File: src/msp_pkg.sv
// Shared types and constants of the memory select and protection controller
package msp_pkg;

  // ==================================================================
  // Register block offsets (low address byte within the register block)
  localparam logic [7:0] MSP_OFS_PRIM_PROT = 8'hc0;
  localparam logic [7:0] MSP_OFS_SEC_PROT = 8'hc2;
  localparam logic [7:0] MSP_OFS_SPACE_MAP = 8'hd2;

  // ==================================================================
  // Field positions
  localparam int MSP_PRIM_N = 4;
  localparam int MSP_SEC_N = 2;
  localparam int MSP_MAP_PIO = 7;
  localparam int MSP_MAP_PRIM_DATA = 4;
  localparam int MSP_MAP_SEC_DATA = 3;
  localparam int MSP_MAP_PRIM_CODE = 2;
  localparam int MSP_MAP_SEC_CODE = 1;
  localparam int MSP_MAP_SRAM_CODE = 0;
  localparam int MSP_SEC_SECURITY = 7;
  localparam logic [7:0] MSP_MAP_RW_MASK = 8'h9f;

  // ==================================================================
  // Flash command words and unlock addresses
  localparam logic [11:0] MSP_UNLK_ADDR1 = 12'h555;
  localparam logic [11:0] MSP_UNLK_ADDR2 = 12'haaa;
  localparam logic [7:0] MSP_UNLK_DATA1 = 8'haa;
  localparam logic [7:0] MSP_UNLK_DATA2 = 8'h55;
  localparam logic [7:0] MSP_CMD_PGM = 8'ha0;
  localparam logic [7:0] MSP_CMD_ERASE = 8'h80;
  localparam logic [7:0] MSP_CMD_SECT = 8'h30;
  localparam logic [7:0] MSP_CMD_BULK = 8'h10;
  localparam logic [7:0] MSP_CMD_RESET = 8'hf0;

  // ==================================================================
  // Types
  typedef struct packed {
    logic [MSP_PRIM_N-1:0] primary_sector_selects;
    logic [MSP_SEC_N-1:0] secondary_sector_selects;
    logic sram_select;
    logic register_block_select;
    logic pio_select;
  } msp_sel_s;

  typedef enum logic [2:0] {
    MSP_OP_PGM = 3'b001,
    MSP_OP_SECT = 3'b010,
    MSP_OP_BULK = 3'b100
  } msp_op_e;

  typedef enum logic [10:0] {
    MSP_ST_IDLE = 11'b000_0000_0001,
    MSP_ST_UNLK1 = 11'b000_0000_0010,
    MSP_ST_UNLK2 = 11'b000_0000_0100,
    MSP_ST_PGM_DATA = 11'b000_0000_1000,
    MSP_ST_ERS1 = 11'b000_0001_0000,
    MSP_ST_ERS2 = 11'b000_0010_0000,
    MSP_ST_ERS3 = 11'b000_0100_0000,
    MSP_ST_BUSY_PGM = 11'b000_1000_0000,
    MSP_ST_BUSY_BULK = 11'b001_0000_0000,
    MSP_ST_BUSY_SECT = 11'b010_0000_0000,
    MSP_ST_RECOVER = 11'b100_0000_0000
  } msp_state_e;

  typedef struct packed {
    logic start;
    msp_op_e op;
    logic [MSP_PRIM_N-1:0] prim;
    logic [MSP_SEC_N-1:0] sec;
    logic [15:0] addr;
    logic [7:0] data;
  } msp_fcmd_s;

  typedef struct packed {
    msp_state_e st;
    logic err;
    logic boot_done;
    logic [7:0] map;
    logic [MSP_PRIM_N-1:0] prim_prot;
    logic [MSP_SEC_N-1:0] sec_prot;
    logic [7:0] rdata;
    logic rvalid;
    msp_fcmd_s cmd;
  } msp_ctrl_s;

endpackage

File: src/msp_ctrl.sv
// Memory select, sector protection and flash command controller
//
// What this block does
// RULE_01: Each primary and secondary sector has its own program/erase protection.
// RULE_02: Program or erase aimed at a protected sector is dropped silently.
// RULE_03: Reading a protected sector returns stored data as normal.
// RULE_04: Protection changes only via the test/programming port.
// RULE_05: MCU reads protection bits; MCU writes to them do nothing.
// RULE_06: Flash reset is one write, optionally after the two unlock writes.
// RULE_07: Software issues reset after ID/status reads or after an error.
// RULE_08: Reset returns flash to read mode; after error within milliseconds.
// RULE_09: Reset is ignored during byte program or bulk erase.
// RULE_10: Reset during sector erase aborts it and returns to read mode.
// RULE_11: Primary status register shows sectors 3..0 in bits 3..0.
// RULE_12: Secondary status shows sectors 1..0 in bits 1..0, security in bit 7.
// RULE_13: SRAM is enabled only while its select is high.
// RULE_14: Software decode must not overlap same-level selects.
// RULE_15: Secondary sector wins over a primary sector on overlap.
// RULE_16: SRAM, registers and PIO win over any flash sector.
// RULE_17: Space map loads a boot value and is rewritable at run time.
// RULE_18: Space map bits gate PIO, data reads and program fetches.
// RULE_19: Separate-space operation uses space map value 0Ch.
// RULE_20: Bits 2 and 4 set put primary flash in both spaces.
// RULE_21: No select or a gated strobe drives no internal memory.
`timescale 1ns/1ps
module msp_ctrl
  import msp_pkg::*;
(
  input wire logic clock,
  input wire logic arst_n,
  input wire logic [15:0] addr,
  input wire logic [7:0] wdata,
  input wire logic wr_stb,
  input wire logic rd_stb,
  input wire logic program_fetch_strobe,
  input wire msp_pkg::msp_sel_s decode_sel,
  input wire logic [7:0] map_boot,
  input wire logic [MSP_PRIM_N-1:0] cfg_prim_prot,
  input wire logic [MSP_SEC_N-1:0] cfg_sec_prot,
  input wire logic security_flag,
  input wire logic tp_prot_we,
  input wire logic [MSP_PRIM_N-1:0] tp_prim_prot,
  input wire logic [MSP_SEC_N-1:0] tp_sec_prot,
  input wire logic fl_busy,
  input wire logic fl_error,
  output msp_pkg::msp_sel_s mem_en,
  output msp_pkg::msp_fcmd_s fl_cmd,
  output logic fl_abort,
  output logic fl_read_mode,
  output logic [7:0] reg_rdata,
  output logic reg_rvalid
);
  import msp_pkg::*;

  msp_ctrl_s s_q;
  msp_ctrl_s s_d;
  msp_sel_s tgt;

  // ==================================================================
  // Select priority and strobe gating
  msp_route u_route (
    .sel(decode_sel),
    .space_map(s_q.map),
    .rd_stb(rd_stb),
    .program_fetch_strobe(program_fetch_strobe),
    .tgt(tgt),
    .mem_en(mem_en)
  );

  function automatic logic prot_hit(input msp_sel_s t, input logic [MSP_PRIM_N-1:0] pp,
                                    input logic [MSP_SEC_N-1:0] sp);
    prot_hit = (|(t.primary_sector_selects & pp)) | (|(t.secondary_sector_selects & sp));
  endfunction

  function automatic logic is_unlk(input logic [15:0] a, input logic [7:0] d,
                                   input logic [11:0] ua, input logic [7:0] ud);
    is_unlk = (a[11:0] == ua) && (d == ud);
  endfunction

  // ==================================================================
  // Decoded bus events and busy state
  logic fl_wr;
  logic reg_wr;
  logic reg_rd;
  logic rst_cmd;
  logic busy_st;

  always_comb begin
    fl_wr = wr_stb & ((|tgt.primary_sector_selects) | (|tgt.secondary_sector_selects));
    reg_wr = wr_stb & tgt.register_block_select;
    reg_rd = rd_stb & tgt.register_block_select;
    rst_cmd = fl_wr && (wdata == MSP_CMD_RESET);
    busy_st = (s_q.st == MSP_ST_BUSY_PGM) || (s_q.st == MSP_ST_BUSY_BULK) ||
              (s_q.st == MSP_ST_BUSY_SECT);
  end

  // ==================================================================
  // Next state
  always_comb begin
    s_d = s_q;
    s_d.cmd.start = 1'b0;
    s_d.rvalid = 1'b0;
    // Configuration levels are caught one edge after reset release
    if (!s_q.boot_done) begin
      s_d.boot_done = 1'b1;
      s_d.map = map_boot & MSP_MAP_RW_MASK; // RULE_17
      s_d.prim_prot = cfg_prim_prot; // RULE_01
      s_d.sec_prot = cfg_sec_prot; // RULE_01
    end
    if (tp_prot_we) begin
      s_d.prim_prot = tp_prim_prot; // RULE_04
      s_d.sec_prot = tp_sec_prot; // RULE_04
    end
    // Protection offsets are not decoded for writes, so they stay read-only
    if (reg_wr && addr[7:0] == MSP_OFS_SPACE_MAP) begin
      s_d.map = wdata & MSP_MAP_RW_MASK; // RULE_17 RULE_05
    end
    if (reg_rd) begin
      s_d.rvalid = 1'b1;
      unique case (addr[7:0])
        MSP_OFS_PRIM_PROT: s_d.rdata = {4'h0, s_q.prim_prot}; // RULE_11
        MSP_OFS_SEC_PROT: s_d.rdata = {security_flag, 5'h00, s_q.sec_prot}; // RULE_12
        MSP_OFS_SPACE_MAP: s_d.rdata = s_q.map;
        default: s_d.rdata = 8'h00;
      endcase
    end
    // Address and data hold until the next flash write
    if (fl_wr) begin
      s_d.cmd.addr = addr;
      s_d.cmd.data = wdata;
    end
    unique case (s_q.st)
      MSP_ST_IDLE, MSP_ST_UNLK1, MSP_ST_UNLK2, MSP_ST_PGM_DATA,
      MSP_ST_ERS1, MSP_ST_ERS2, MSP_ST_ERS3: begin
        if (fl_wr) begin
          s_d.st = MSP_ST_IDLE;
          if (rst_cmd) begin
            s_d.st = MSP_ST_IDLE; // RULE_06 RULE_08
          end else if (s_q.st == MSP_ST_IDLE) begin
            if (is_unlk(addr, wdata, MSP_UNLK_ADDR1, MSP_UNLK_DATA1)) begin
              s_d.st = MSP_ST_UNLK1;
            end
          end else if (s_q.st == MSP_ST_UNLK1) begin
            if (is_unlk(addr, wdata, MSP_UNLK_ADDR2, MSP_UNLK_DATA2)) begin
              s_d.st = MSP_ST_UNLK2;
            end
          end else if (s_q.st == MSP_ST_UNLK2) begin
            if (wdata == MSP_CMD_PGM) begin
              s_d.st = MSP_ST_PGM_DATA;
            end else if (wdata == MSP_CMD_ERASE) begin
              s_d.st = MSP_ST_ERS1;
            end
          end else if (s_q.st == MSP_ST_ERS1) begin
            if (is_unlk(addr, wdata, MSP_UNLK_ADDR1, MSP_UNLK_DATA1)) begin
              s_d.st = MSP_ST_ERS2;
            end
          end else if (s_q.st == MSP_ST_ERS2) begin
            if (is_unlk(addr, wdata, MSP_UNLK_ADDR2, MSP_UNLK_DATA2)) begin
              s_d.st = MSP_ST_ERS3;
            end
          end else if (s_q.st == MSP_ST_PGM_DATA) begin
            if (!prot_hit(tgt, s_q.prim_prot, s_q.sec_prot)) begin // RULE_02
              s_d.st = MSP_ST_BUSY_PGM;
              s_d.cmd.start = 1'b1;
              s_d.cmd.op = MSP_OP_PGM;
              s_d.cmd.prim = tgt.primary_sector_selects;
              s_d.cmd.sec = tgt.secondary_sector_selects;
            end
          end else if (wdata == MSP_CMD_SECT) begin
            if (!prot_hit(tgt, s_q.prim_prot, s_q.sec_prot)) begin // RULE_02
              s_d.st = MSP_ST_BUSY_SECT;
              s_d.cmd.start = 1'b1;
              s_d.cmd.op = MSP_OP_SECT;
              s_d.cmd.prim = tgt.primary_sector_selects;
              s_d.cmd.sec = tgt.secondary_sector_selects;
            end
          end else if (wdata == MSP_CMD_BULK) begin
            // Bulk erase covers only the unprotected sectors of the addressed array
            s_d.st = MSP_ST_BUSY_BULK;
            s_d.cmd.start = 1'b1;
            s_d.cmd.op = MSP_OP_BULK;
            s_d.cmd.prim = (|tgt.primary_sector_selects) ? ~s_q.prim_prot : '0; // RULE_01
            s_d.cmd.sec = (|tgt.secondary_sector_selects) ? ~s_q.sec_prot : '0; // RULE_01
          end
        end
        if (s_q.err && rst_cmd) begin
          s_d.st = MSP_ST_RECOVER; // RULE_08
        end
      end
      MSP_ST_BUSY_PGM, MSP_ST_BUSY_BULK: begin
        // Reset writes fall through here unseen
        if (fl_error) begin
          s_d.err = 1'b1;
          s_d.st = MSP_ST_IDLE;
        end else if (!fl_busy && !s_q.cmd.start) begin // RULE_09
          s_d.st = MSP_ST_IDLE;
        end
      end
      MSP_ST_BUSY_SECT: begin
        if (rst_cmd) begin
          s_d.st = MSP_ST_RECOVER; // RULE_10
        end else if (fl_error) begin
          s_d.err = 1'b1;
          s_d.st = MSP_ST_IDLE;
        end else if (!fl_busy && !s_q.cmd.start) begin
          s_d.st = MSP_ST_IDLE;
        end
      end
      MSP_ST_RECOVER: begin
        // The array core takes milliseconds; hold abort until it goes idle
        if (!fl_busy) begin
          s_d.st = MSP_ST_IDLE; // RULE_08 RULE_10
          s_d.err = 1'b0;
        end
      end
      default: s_d.st = MSP_ST_IDLE;
    endcase
  end

  always_ff @(posedge clock or negedge arst_n) begin
    if (!arst_n) begin
      s_q <= '{st: MSP_ST_IDLE, cmd: '{op: MSP_OP_PGM, default: '0}, default: '0};
    end else begin
      s_q <= s_d;
    end
  end

  // ==================================================================
  // Outputs
  always_comb begin
    fl_cmd = s_q.cmd;
    fl_abort = (s_q.st == MSP_ST_RECOVER);
    fl_read_mode = !busy_st && !fl_abort && !s_q.err;
    reg_rdata = s_q.rdata;
    reg_rvalid = s_q.rvalid;
  end
endmodule

File: src/msp_route.sv
// Select priority and strobe gating for the memory components
`timescale 1ns/1ps
module msp_route
  import msp_pkg::*;
(
  input wire msp_pkg::msp_sel_s sel,
  input wire logic [7:0] space_map,
  input wire logic rd_stb,
  input wire logic program_fetch_strobe,
  output msp_pkg::msp_sel_s tgt,
  output msp_pkg::msp_sel_s mem_en
);
  import msp_pkg::*;

  // ==================================================================
  // Priority: register/SRAM/PIO over secondary over primary
  logic top_hit;
  logic sec_hit;

  always_comb begin
    top_hit = sel.sram_select | sel.register_block_select | sel.pio_select;
    sec_hit = |sel.secondary_sector_selects;
    tgt = sel;
    if (top_hit) begin
      tgt.primary_sector_selects = '0; // RULE_16
      tgt.secondary_sector_selects = '0; // RULE_16
    end else if (sec_hit) begin
      tgt.primary_sector_selects = '0; // RULE_15
    end
  end

  // ==================================================================
  // Strobe gating; a disabled winner leaves the bus undriven
  always_comb begin
    mem_en = '0;
    mem_en.sram_select = tgt.sram_select &
      (rd_stb | (program_fetch_strobe & space_map[MSP_MAP_SRAM_CODE])); // RULE_13 RULE_18
    mem_en.register_block_select = tgt.register_block_select & rd_stb; // RULE_21
    mem_en.pio_select = tgt.pio_select & rd_stb & space_map[MSP_MAP_PIO]; // RULE_18
    if ((rd_stb & space_map[MSP_MAP_PRIM_DATA]) |
        (program_fetch_strobe & space_map[MSP_MAP_PRIM_CODE])) begin
      mem_en.primary_sector_selects = tgt.primary_sector_selects; // RULE_20 RULE_03
    end
    if ((rd_stb & space_map[MSP_MAP_SEC_DATA]) |
        (program_fetch_strobe & space_map[MSP_MAP_SEC_CODE])) begin
      mem_en.secondary_sector_selects = tgt.secondary_sector_selects; // RULE_18
    end
  end

endmodule
File: config.mk
export PLATFORM = sky130hd
export DESIGN_NAME = msp_ctrl
export DESIGN_NICKNAME = d
export VERILOG_FILES = /design/src/msp_pkg.sv /design/src/msp_ctrl.sv /design/src/msp_route.sv
export SDC_FILE = /design/constraint.sdc
export NUM_CORES = 1
export LEC_CHECK = 0
export BUFFER_PORTS_ARGS = -buffer_cell sky130_fd_sc_hd__buf_4
export CAP_MARGIN = 20
export CORE_MARGIN = 2
export CORE_UTILIZATION = 30
export CTS_CLUSTER_SIZE = 20
export DETAILED_ROUTE_END_ITERATION = 10
export SYNTH_ARGS = -nofsm -noshare
export SYNTH_HDL_FRONTEND = slang
export SYNTH_SLANG_ARGS = --single-unit
File: constraint.sdc
create_clock -name clock -period 4.6 [get_ports clock]
set_input_delay 0.69 -clock clock [delete_from_list [all_inputs] [get_ports clock]]
set_output_delay 0.69 -clock clock [all_outputs]
set_load 0.005 [all_outputs]
[Word level (Yosys, flattened, before mapping)]
Index checks and enable logic that the tools add are counted.
Operators by class
  eq/ne operators: 30
  mux-type cells: 52
  bitwise operators: 28
  reduce and logical (&&, ||, !) cells: 27
Operators with widths (number)
  $mux W11: 13
  $mux W10: 14
  $eq A8 B8 Y1 const B: 7
  $pmux W11 S4: 1
  $pmux W8 S3: 1
  $mux W4: 4
  $mux W8: 2
  $mux W14: 1
  $eq A12 B11 Y1 const B: 1
  $eq A12 B12 Y1 const B: 1
  $mux W12: 1
  $mux W6: 2
  $and A1 B1 Y1: 11
  $eq A11 B1 Y1 const B: 1
  $eq A11 B10 Y1 const B: 1
  $eq A11 B11 Y1 const B: 1
  $eq A11 B2 Y1 const B: 1
  $eq A11 B3 Y1 const B: 1
  $eq A11 B4 Y1 const B: 1
  $eq A11 B5 Y1 const B: 1
  $eq A11 B6 Y1 const B: 1
  $eq A11 B7 Y1 const B: 1
  $eq A11 B8 Y1 const B: 1
  $eq A11 B9 Y1 const B: 1
  other kinds (29): 67
Storage, ports and cells
  register bits after elaboration: 70
  input port bits: 62
  output and inout port bits: 54
  logic and storage cells: 151

[Depth between registers and ports, before layout]
Gate-level depths: netlist of the first run.
  depth after elaboration: 18
  depth in mapped cells: 8
  mapped depth without buffers: 7

[Modules after synthesis]
A second synthesis of the first run with hierarchy kept.
Second synthesis, totals
  cells, all modules: 451
  area total of the unflattened synthesis: 3978.8 µm²
Modules (own cells, without submodules)
  msp_ctrl: instances 1, cells an instance 421, area each 3796.1 µm², sequential area each 1654.1 µm²
  msp_route: instances 1, cells an instance 30, area each 182.7 µm², sequential area each 0.0 µm²

[Least setup slack after synthesis of the first run]
No wires, ideal clock.
  kind: in2reg
  start: in decode_sel[2] (netlist name)
  end: reg s_q, in the netlist fl_cmd[26]
  setup time: 0.125 ns
  data arrival time: 2.492 ns
  data required time: 4.475 ns
  slack: 1.984 ns
  cell stages on the path: 6
  path buffers: 1
  cell sequence: or4b_1 a21oi_1 clkbuf_1 nand4_1 a21oi_1 mux2_2
Between the ends
  longest elaborated chain between the ends: 9
  elaborated cells on any way between the ends: 24
  classes of those cells: eq/ne (2); mux (8); bitwise (8); reduce/logical (6)
Ends and longest elaborated chain
  start, declared: line msp_ctrl.sv:36  | input wire msp_pkg::msp_sel_s decode_sel,
  $or A1 B1 Y1 * (2 in series): line msp_route.sv:21  | top_hit = sel.sram_select | sel.register_block_select | sel.pio_select;
  branches (longest 7 deep; another with $reduce_and A11 Y1)
  end signal, assigned: line msp_ctrl.sv:222  | s_q <= '{st: MSP_ST_IDLE, cmd: '{op: MSP_OP_PGM, default: '0}, default: '0};
  end signal, assigned: line msp_ctrl.sv:224  | s_q <= s_d;
  end, declared: line msp_ctrl.sv:55  | msp_ctrl_s s_q;
Mark *: on every way between the ends. The select of a mux whose other input is x is not followed.
A chain may end at the register's enable or synchronous reset.

[Worst setup path in the final report of the first run]
  start: reg s_q[62] (netlist name)
  end: out fl_read_mode
Between the ends
  longest elaborated chain between the ends: 6
  elaborated cells on any way between the ends: 10
  classes of those cells: eq/ne (4); reduce/logical (6)
Ends and longest elaborated chain
  $eq A11 B8 Y1 or $eq A11 B9 Y1 (tied branches): line msp_ctrl.sv:93  | busy_st = (s_q.st == MSP_ST_BUSY_PGM) || (s_q.st == MSP_ST_BUSY_BULK) ||
  $logic_or A1 B1 Y1 (2 in series): line msp_ctrl.sv:93
  $logic_not A1 Y1: line msp_ctrl.sv:233  | fl_read_mode = !busy_st && !fl_abort && !s_q.err;
  $logic_and A1 B1 Y1 * (2 in series): line msp_ctrl.sv:233
  end, declared: line msp_ctrl.sv:49  | output logic fl_read_mode,
Every way passes the cells marked *; elsewhere a longest branch is shown, timed or not.

==> results of run 1 <==
==> final timing paths <==
path / start / endpoint / slack [ns]
worst max-delay path: s_q[62] / fl_read_mode / 1.63
worst min-delay path: arst_n / fl_cmd[29] / 0.47
worst max register to register: s_q[60] / fl_cmd[31] / 1.90
worst min register to register: reg_rdata[2] / reg_rdata[2] / 0.49
max in group asynchronous: arst_n / fl_cmd[0] / 3.56
min in group clock: reg_rdata[2] / reg_rdata[2] / 0.49
==> cells by family after synthesis <==
family | count (synthesis) | synth area share, %
simple gates | 136 | 19.1
compound gates | 75 | 13.4
flops | 66 | 43.2
buf+inv | 60 | 10.5
mux | 45 | 12.9
xor+xnor | 3 | 0.687
other cells | 2 | 0.196
==> layer usage <==
| metal | vias to the layer above | part of all wire [%] | wire (um) | global-route usage, % |
|---|---|---|---|---|
| li1 | 1497 | - | - | - |
| met1 | 1581 | 43 | 4570 | 20.6 |
| met2 | 91 | 50 | 5270 | 26.6 |
| met3 | 10 | 5.5 | 575 | 4.48 |
| met4 | 0 | 0.92 | 97 | 3.84 |
| met5 | - | 0 | 0 | 0 |
==> registers in the layout, summed over array words and instances, names as in the netlist <==
| register | flops |
|---|---|
| fl_cmd | 34 |
| reg_rvalid | 1 |
| s_q | 25 |
| reg_rdata | 6 |
==> final cells by class <==
type | instances | area share, %
timing repair buffer | 112 | 17.5
multi-input combinational | 262 | 36.9
clock inverter | 3 | 0.961
tap | 172 | 4.47
sequential | 66 | 34.3
inverter | 4 | 0.312
clock buffer | 13 | 5.61
==> cell usage after synthesis (4+ instances only) <==
cell type  count
dfrtp_1       64
buf_4         44
nand2_1       39
mux2_2        33
o21ai_0       27
nor2_1        22
a22oi_1       12
mux2i_1       12
nor4_1        10
nor3_1         8
or3_1          8
a21oi_1        7
and2_1         7
nand4_1        6
nor2b_1        6
clkbuf_1       5
and3_1         4
inv_1          4
nand3_1        4
o2bb2ai_1      4
==> power breakdown <==
part           switching, W  internal (W)  leakage [nW]
registers         0.0000425      0.000640         0.839
clock network      0.000250      0.000465         0.152
logic             0.0000957      0.000148          1.17
==> metrics by stage <==
stage	util [%]	worst slack, ns	cells	cell area (sq um)
after floorplan	-	1.98	388	3830
after global placement	36.0	1.51	616	4500
after detailed placement	36.0	1.53	616	4500
after CTS	38.5	1.64	632	4820
after global routing	38.5	1.39	632	4820
final	38.5	1.63	632	4820
==> metrics.txt, run 1 <==
clock sink total 66; Crit Path Max Fanout 6; sequential element share of the synthesized area 43.2%; worst slew pin tran 0.861 ns; slowest CP cell dfrtp_1; vias in the first global route 3,162; fin nets 517; Worst path max stage delay 0.46 ns; Register Area 0.00165 sq mm; commonest non-fill, non-tap cell in the layout buf_4; most frequent cells in the layout buf_4, dfrtp_1, nand2_1; Die Wd 117 um; Critical path buffers and inverters 1; Cell variety after synth 56; gpl congestion 0.867; Vias 3,179; synthesized flop and latch total 66; status finished, final reports clean; crit path kind reg -> out; CP top delay family simple AND/OR/NAND/NOR gates; final number of hold-violating endpoints 0; top post-synthesis cells by area dfrtp_1, mux2_2, buf_4; time the worst path needs with I/O delays and setup 2.97 ns; post-synthesis async set-or-reset flop share 100%; post-DP HPWL 8050 um; vias per cell 5.03; critical path required time 3.91 ns; Mapped Cells 387; pwr/cell area 341 mW/mm^2; # fillers 1,285; Root Driver clkbuf_16; Slew Viols, Final 0; Fmax 336 MHz; Placeable Area 0.0125 sq mm; Pre-antenna DRT Iters 4; CTS tree built; Post-CTS Hold Fix Bufs 0; WL/cell 16.6 um; Overall Power 0.00164 W; critical path depth 6; number of max-cap violations 0; Starting Density 30.6%; Clock Path Buffers 2; die extent in y 117 um; # setup viols final 0; # Post-CTS Setup Buffers 0; Worst Path Arrival 2.28 ns; Multi-input gate area 0.00178 sq mm; setup TNS 0 ns; Clk pin slew, worst setup/hold paths 0.06 ns; Rows 41; share of layout cells above drive strength 1 37.8%; largest net degree at the start of global routing 67; Worst Skew 0.00533 ns; syn_area_per_cell 9.88 sq um; CP endpoint kind primary output; Reg2Reg Depth 5; global-route wire length before repair 16,800 um; crit path launch type flop; post-synth top area cell dfrtp_1; IR drop worst, VDD 0.000171 V; Resized cells post-CTS 0; Leakage 2.16 nW; DRC violations left 0; final wirelength 10,500 um; Slew Limit Headroom 42.6%; CTS buffer count 9; # diodes 0; Iteration-0 DRC Markers 156; I/O Buffers 111; IO Pins 116; Worst-Skew Late Latency 0.33 ns; share of the synthesized area in the top cell type 41.9%; area delta synth->final 26.0%; Hold WS 0.472 ns; crit-path cells or3_1, nor4_1, o21ai_0, nand2_1, nor3_1, buf_4; Mapped Area 0.00382 sq mm; # H-tree levels 3; Main synth FF type dfrtp_1; initial antenna violation count 0; Hold Crit Class in -> async; Routed Antenna Nets 0; die area 0.0137 sq mm; Post-synth EDFFs 0; YS warnings 0; grt total ovfl 0; ratio of final minimum period to clock period 64.6%; GRT Util Overall 15.9%; RSZ-0062 raised after global routing no
Power figures use the tool's default switching activity.
==> inputs of run 2 (changes only) <==
==> constraint.sdc (replaced) <==
create_clock -name clock -period 2.5 [get_ports clock]
set_input_delay 0.375 -clock clock [delete_from_list [all_inputs] [get_ports clock]]
set_output_delay 0.375 -clock clock [all_outputs]
set_load 0.005 [all_outputs]
==> metrics.txt, run 2 (synthesized netlist as in run 1, its figures left out) <==
I/O Buffers 111 (unchanged); setup ws final 0.126 ns (was 1.63 ns); Rows 41 (unchanged); Largest register FFs 34 (unchanged); Root Driver clkbuf_16 (unchanged); Die Wd 117 um (unchanged); Vias 3,321 (was 3,179); initial antenna violation count 0 (unchanged); Starting Density 30.6% (unchanged); Fmax 421 MHz; largest net degree at the start of global routing 67 (unchanged); pwr/cell area 569 mW/mm^2 (was 341 mW/mm^2); crit-path cells or3_1, or4_4, a211oi_4, o211ai_1, buf_4, a21o_1 (was or3_1, nor4_1, o21ai_0, nand2_1, nor3_1, buf_4); Overall Power 0.00298 W (was 0.00164 W); slowest CP cell or4_4 (was dfrtp_1); critical path required time 2.72 ns (was 3.91 ns); crit path launch type flop (unchanged); Slew Viols, Final 0 (unchanged); Post-Place Worst Slack -0.104 ns (was 1.53 ns); Switching Fraction 24.9% (was 23.7%); grt total ovfl 0 (unchanged); final number of hold-violating endpoints 0 (unchanged); ratio of final minimum period to clock period 95.0%; Register Area 0.00165 sq mm (unchanged); Iteration-0 DRC Markers 176 (was 156); # fillers 1,252 (was 1,285); area delta synth->final 36.9% (was 26.0%); CP top delay family simple AND/OR/NAND/NOR gates (unchanged); # H-tree levels 3 (unchanged); Worst Path Arrival 2.60 ns (was 2.28 ns); CTS buffer count 9 (unchanged); Internal Power 0.00224 W (was 0.00125 W); CTS tree built (unchanged); commonest non-fill, non-tap cell in the layout buf_4 (unchanged); number of max-cap violations 0 (unchanged); Leakage 2.40 nW (was 2.16 nW); power share of the clock group 42.0% (was 43.6%); WL/cell 16.2 um (was 16.6 um); Clock Path Buffers 2 (unchanged); post-DP HPWL 8510 um (was 8050 um); time the worst path needs with I/O delays and setup 2.37 ns; # setup viols final 0 (unchanged); RSZ-0062 raised after global routing no (unchanged); Clk pin slew, worst setup/hold paths 0.06 ns (about the same); worst slew pin tran 0.849 ns (was 0.861 ns); fin nets 564 (was 517); Switch Pwr 0.000740 W (was 0.000388 W); # diodes 0 (unchanged); sequential fraction of design power 42.1% (was 41.6%); Slew Limit Headroom 43.4% (was 42.6%); post-route cell area 0.00524 sq mm (was 0.00482 sq mm); DRC violations left 0 (unchanged); Worst path max stage delay 0.53 ns (was 0.46 ns); Multi-input gate area 0.00186 sq mm (was 0.00178 sq mm); die extent in y 117 um (unchanged); Critical path buffers and inverters 1 (unchanged); global-route wire length before repair 17,500 um (was 16,800 um); vias per cell 4.89 (was 5.03); gpl congestion 0.863 (was 0.867); Routed Antenna Nets 0 (unchanged); Hold WS 0.159 ns (was 0.472 ns); share of layout cells above drive strength 1 46.4% (was 37.8%); Worst-Skew Late Latency 0.33 ns (about the same); die area 0.0137 sq mm (unchanged); crit path kind reg -> reg (was reg -> out); Worst Skew 0.00822 ns (was 0.00533 ns); Hold Crit Class in -> async (unchanged); CP endpoint kind flop (was primary output); most frequent cells in the layout buf_4, dfrtp_1, nand2_1 (unchanged); setup TNS 0 ns (unchanged); Crit Path Max Fanout 5 (was 6); Pre-antenna DRT Iters 5 (was 4); final wirelength 11,000 um (was 10,500 um); placed cell area 0.00483 sq mm (was 0.00450 sq mm); GRT Util Overall 16.6% (was 15.9%); status finished, final reports clean (unchanged); IO Pins 116 (unchanged); Gate power share 15.9% (was 14.9%); clock sink total 66 (unchanged); vias in the first global route 3,319 (was 3,162); Placeable Area 0.0125 sq mm (unchanged); IR drop worst, VDD 0.000272 V (was 0.000171 V)
run 2: worst reg2reg max path, delay by kind of cell (launching register included):
family	cells	cell delay, ns
buffers and inverters	1	0.23
flip-flops	1	0.42
AO/OA/AOI/OAI	3	0.70
AND/OR/NAND/NOR	2	0.91
run 2: metrics by stage:
stage	instances	util (%)
floorplan	388	-
global placement	660	38.6
detailed placement	660	38.6
CTS	676	41.0
global route	679	41.8
finish	679	41.8
run 2: final timing paths:
| path | start | end | slack (ns) | cells past startpoint |
|---|---|---|---|---|
| max | s_q[66] | fl_cmd[25] | 0.13 | 6 |
| min | arst_n | s_q[56] | 0.16 | 1 |
| max reg2reg | s_q[66] | fl_cmd[25] | 0.13 | 6 |
| min in group clock | tp_sec_prot[0] | s_q[43] | 0.25 | 3 |
| min reg2reg | fl_cmd[25] | fl_cmd[25] | 0.48 | 1 |
| max in group asynchronous | arst_n | fl_cmd[11] | 1.79 | 1 |
run 2: power by group through the flow:
stage	clock network, W	registers, W	logic (W)
2_1_floorplan	0	0.00124	0.000297
3_3_place_gp	0	0.00127	0.000472
3_5_place_dp	0	0.00127	0.000481
4_1_cts	0.00128	0.00125	0.000483
5_1_grt	0.00133	0.00126	0.000521
6_report	0.00125	0.00125	0.000474
run 2: timing repair:
item,in CTS,in global routing
hold buffers,0,0
setup buffers,0,3
setup endpoints to repair,2,12
pin swaps,0,5
resized for setup,2,15
run 2: routing by layer:
metal | GRT usage (%) | routed length (um) | vias up
met2 | 26.3 | 5340 | 97
met5 | 0 | 0 | -
met3 | 4.48 | 673 | 15
li1 | - | - | 1587
met1 | 22.1 | 4770 | 1622
met4 | 5.49 | 191 | 0
run 2: layout make-up:
cell class	count	share of cell area (%)
multi-input combinational	262	35.6
sequential	66	31.6
timing repair buffer	159	22.8
clock buffer	9	4.30
tap	172	4.11
clock inverter	7	1.34
inverter	4	0.287
==> inputs of run 3 (changes only) <==
--- a/config.mk
+++ b/config.mk
@@ -6,7 +6,8 @@
 export NUM_CORES = 1
 export LEC_CHECK = 0
 export BUFFER_PORTS_ARGS = -buffer_cell sky130_fd_sc_hd__buf_4
-export CAP_MARGIN = 20
+export CAP_MARGIN = 10
+export CORE_ASPECT_RATIO = 1.2
 export CORE_MARGIN = 2
 export CORE_UTILIZATION = 30
 export CTS_CLUSTER_SIZE = 20
==> metrics.txt, run 3 (synthesized netlist as in run 1, its figures left out) <==
GRT Util Overall 16.9% (was 16.6%); Root Driver clkbuf_16 (unchanged); CTS tree built (unchanged); met3 wire length 659 um (was 673 um); I/O Buffers 111 (unchanged); Rows 45 (was 41); clock sink total 66 (unchanged); Highest Signal Layer met4 (unchanged); status finished, final reports clean (unchanged); # diodes 0 (unchanged); CP endpoint kind flop (unchanged); Leakage 2.39 nW (was 2.40 nW); IO Pins 116 (unchanged); routed wl met2 5510 um (was 5340 um); Fmax 412 MHz (was 421 MHz); Switching Fraction 23.8% (was 24.9%); Crit Path Max Fanout 4 (was 5); worst slew pin tran 0.865 ns (was 0.849 ns); Largest register FFs 34 (unchanged); number of max-cap violations 0 (unchanged); Gate power share 15.3% (was 15.9%); post-DP HPWL 8650 um (was 8510 um); Die Wd 107 um (was 117 um); final wirelength 11,200 um (was 11,000 um); Hold Crit Class in -> async (unchanged); RSZ-0062 raised after global routing yes (was no); Metal-1 WL 4750 um (was 4770 um); ratio of final minimum period to clock period 97.1% (was 95.0%); largest net degree at the start of global routing 67 (unchanged); Post-Place Worst Slack -0.0751 ns (was -0.104 ns); Internal Power 0.00235 W (was 0.00224 W); DRC violations left 0 (unchanged); grt total ovfl 0 (unchanged); time the worst path needs with I/O delays and setup 2.43 ns (was 2.37 ns); Placeable Area 0.0126 sq mm (was 0.0125 sq mm); CTS buffer count 9 (unchanged); area delta synth->final 36.5% (was 36.9%); WL/cell 16.7 um (was 16.2 um); Iteration-0 DRC Markers 84 (was 176); Slew Limit Headroom 42.4% (was 43.4%); setup ws final 0.0733 ns (was 0.126 ns); Clock Path Buffers 2 (unchanged); power share of the clock group 44.0% (was 42.0%); IR drop worst, VDD 0.000512 V (was 0.000272 V); Clk pin slew, worst setup/hold paths 0.06 ns (about the same); vias per cell 5.07 (was 4.89); fin nets 560 (was 564); most frequent cells in the layout buf_4, dfrtp_1, nand2_1 (unchanged); commonest non-fill, non-tap cell in the layout buf_4 (unchanged); Overall Power 0.00308 W (was 0.00298 W); initial antenna violation count 0 (unchanged); Routed Antenna Nets 0 (unchanged); vias in the first global route 3,436 (was 3,319); die area 0.0137 sq mm (about the same); share of layout cells above drive strength 1 45.3% (was 46.4%); Vias 3,380 (was 3,321); pwr/cell area 590 mW/mm^2 (was 569 mW/mm^2); global-route wire length before repair 17,900 um (was 17,500 um); sequential fraction of design power 40.7% (was 42.1%); # setup viols final 0 (unchanged); Starting Density 30.5% (was 30.6%); Pre-antenna DRT Iters 4 (was 5); crit path launch type flop (unchanged); crit path kind reg -> reg (unchanged); Slew Viols, Final 0 (unchanged); critical path required time 2.74 ns (was 2.72 ns); Worst-Skew Late Latency 0.33 ns (about the same); gpl congestion 0.908 (was 0.863); Worst Path Arrival 2.66 ns (was 2.60 ns); Worst Skew 0.00724 ns (was 0.00822 ns); Switch Pwr 0.000734 W (was 0.000740 W); die extent in y 128 um (was 117 um); final number of hold-violating endpoints 0 (unchanged); # H-tree levels 3 (unchanged)
-- run 3: cell count changes in the layout (fill, tap and decap cells not counted), moves of 2 or more --
| cell | change |
|---|---|
| buf_4 | -5 |
| nand2_1 | +2 |
| nand2_2 | -2 |
| clkinv_2 | -3 |
| clkinv_4 | -2 |
| clkbuf_8 | +4 |
-- run 3: power by group through the flow --
stage | combinational [W] | clock, W | sequential, W
floorplan | 0.000297 | 0 | 0.00124
global placement | 0.000472 | 0 | 0.00127
detailed placement | 0.000479 | 0 | 0.00127
CTS | 0.000480 | 0.00138 | 0.00125
global route | 0.000513 | 0.00143 | 0.00127
finish | 0.000472 | 0.00135 | 0.00125
-- run 3: what timing repair did --
item / 4_1_cts / 5_1_grt
hold buffers: 0 / 0
pin swaps: 2 / 7
gates resized for setup: 6 / 8
buffers inserted: 0 / 3
setup endpoints to repair: 2 / 13
-- run 3: metrics by stage --
| stage | utilization, % | setup TNS, ns | hold slack [ns] | cells | instance area, sq um |
|---|---|---|---|---|---|
| after floorplan | - | 0 | 0.0794 | 388 | 3830 |
| after global routing | 41.6 | -0.0558 | 0.235 | 667 | 5220 |
| after global placement | 38.2 | -0.0708 | 0.469 | 648 | 4800 |
| after detailed placement | 38.2 | -0.0751 | 0.477 | 648 | 4800 |
| after CTS | 41.1 | 0 | 0.193 | 664 | 5160 |
| final | 41.6 | 0 | 0.145 | 667 | 5220 |
-- run 3: worst paths after layout --
| check | end | startpoint | cells past startpoint | slack, ns |
|---|---|---|---|---|
| worst max-delay path | s_q[59] | s_q[68] | 7 | 0.07 |
| worst max register to register | s_q[59] | s_q[68] | 7 | 0.07 |
| worst min register to register | fl_cmd[24] | fl_cmd[24] | 2 | 0.49 |
| max in group asynchronous | fl_cmd[5] | arst_n | 1 | 1.77 |
| min in group clock | s_q[47] | tp_prim_prot[2] | 3 | 0.27 |
| worst min-delay path | s_q[58] | arst_n | 1 | 0.14 |
-- run 3: metal layers --
metal  vias to the layer above  global-route usage, %
met4                         0                   5.65
met2                       102                   28.6
met1                      1664                   20.8
li1                       1595                      -
met3                        19                   4.58
met5                         -                      0
-- run 3: layout make-up --
type	instances	area [sq um]
clock inverters	3	45.0
fillers	1207	7330
inverters	4	15.0
flip-flops and latches	66	1650
multi-input cells	262	1860
clock buffers	13	280
well taps	164	205
repair buffers	155	1170
-- run 3: worst max-delay path, stage by stage, from the launching register on --
cell and delay [ns]:
dfrtp_1 0.37, or3_4 0.42, or4_4 0.55, a211oi_4 0.26, o21a_1 0.17, o211ai_2 0.11
a2111oi_2 0.38, a211oi_1 0.07
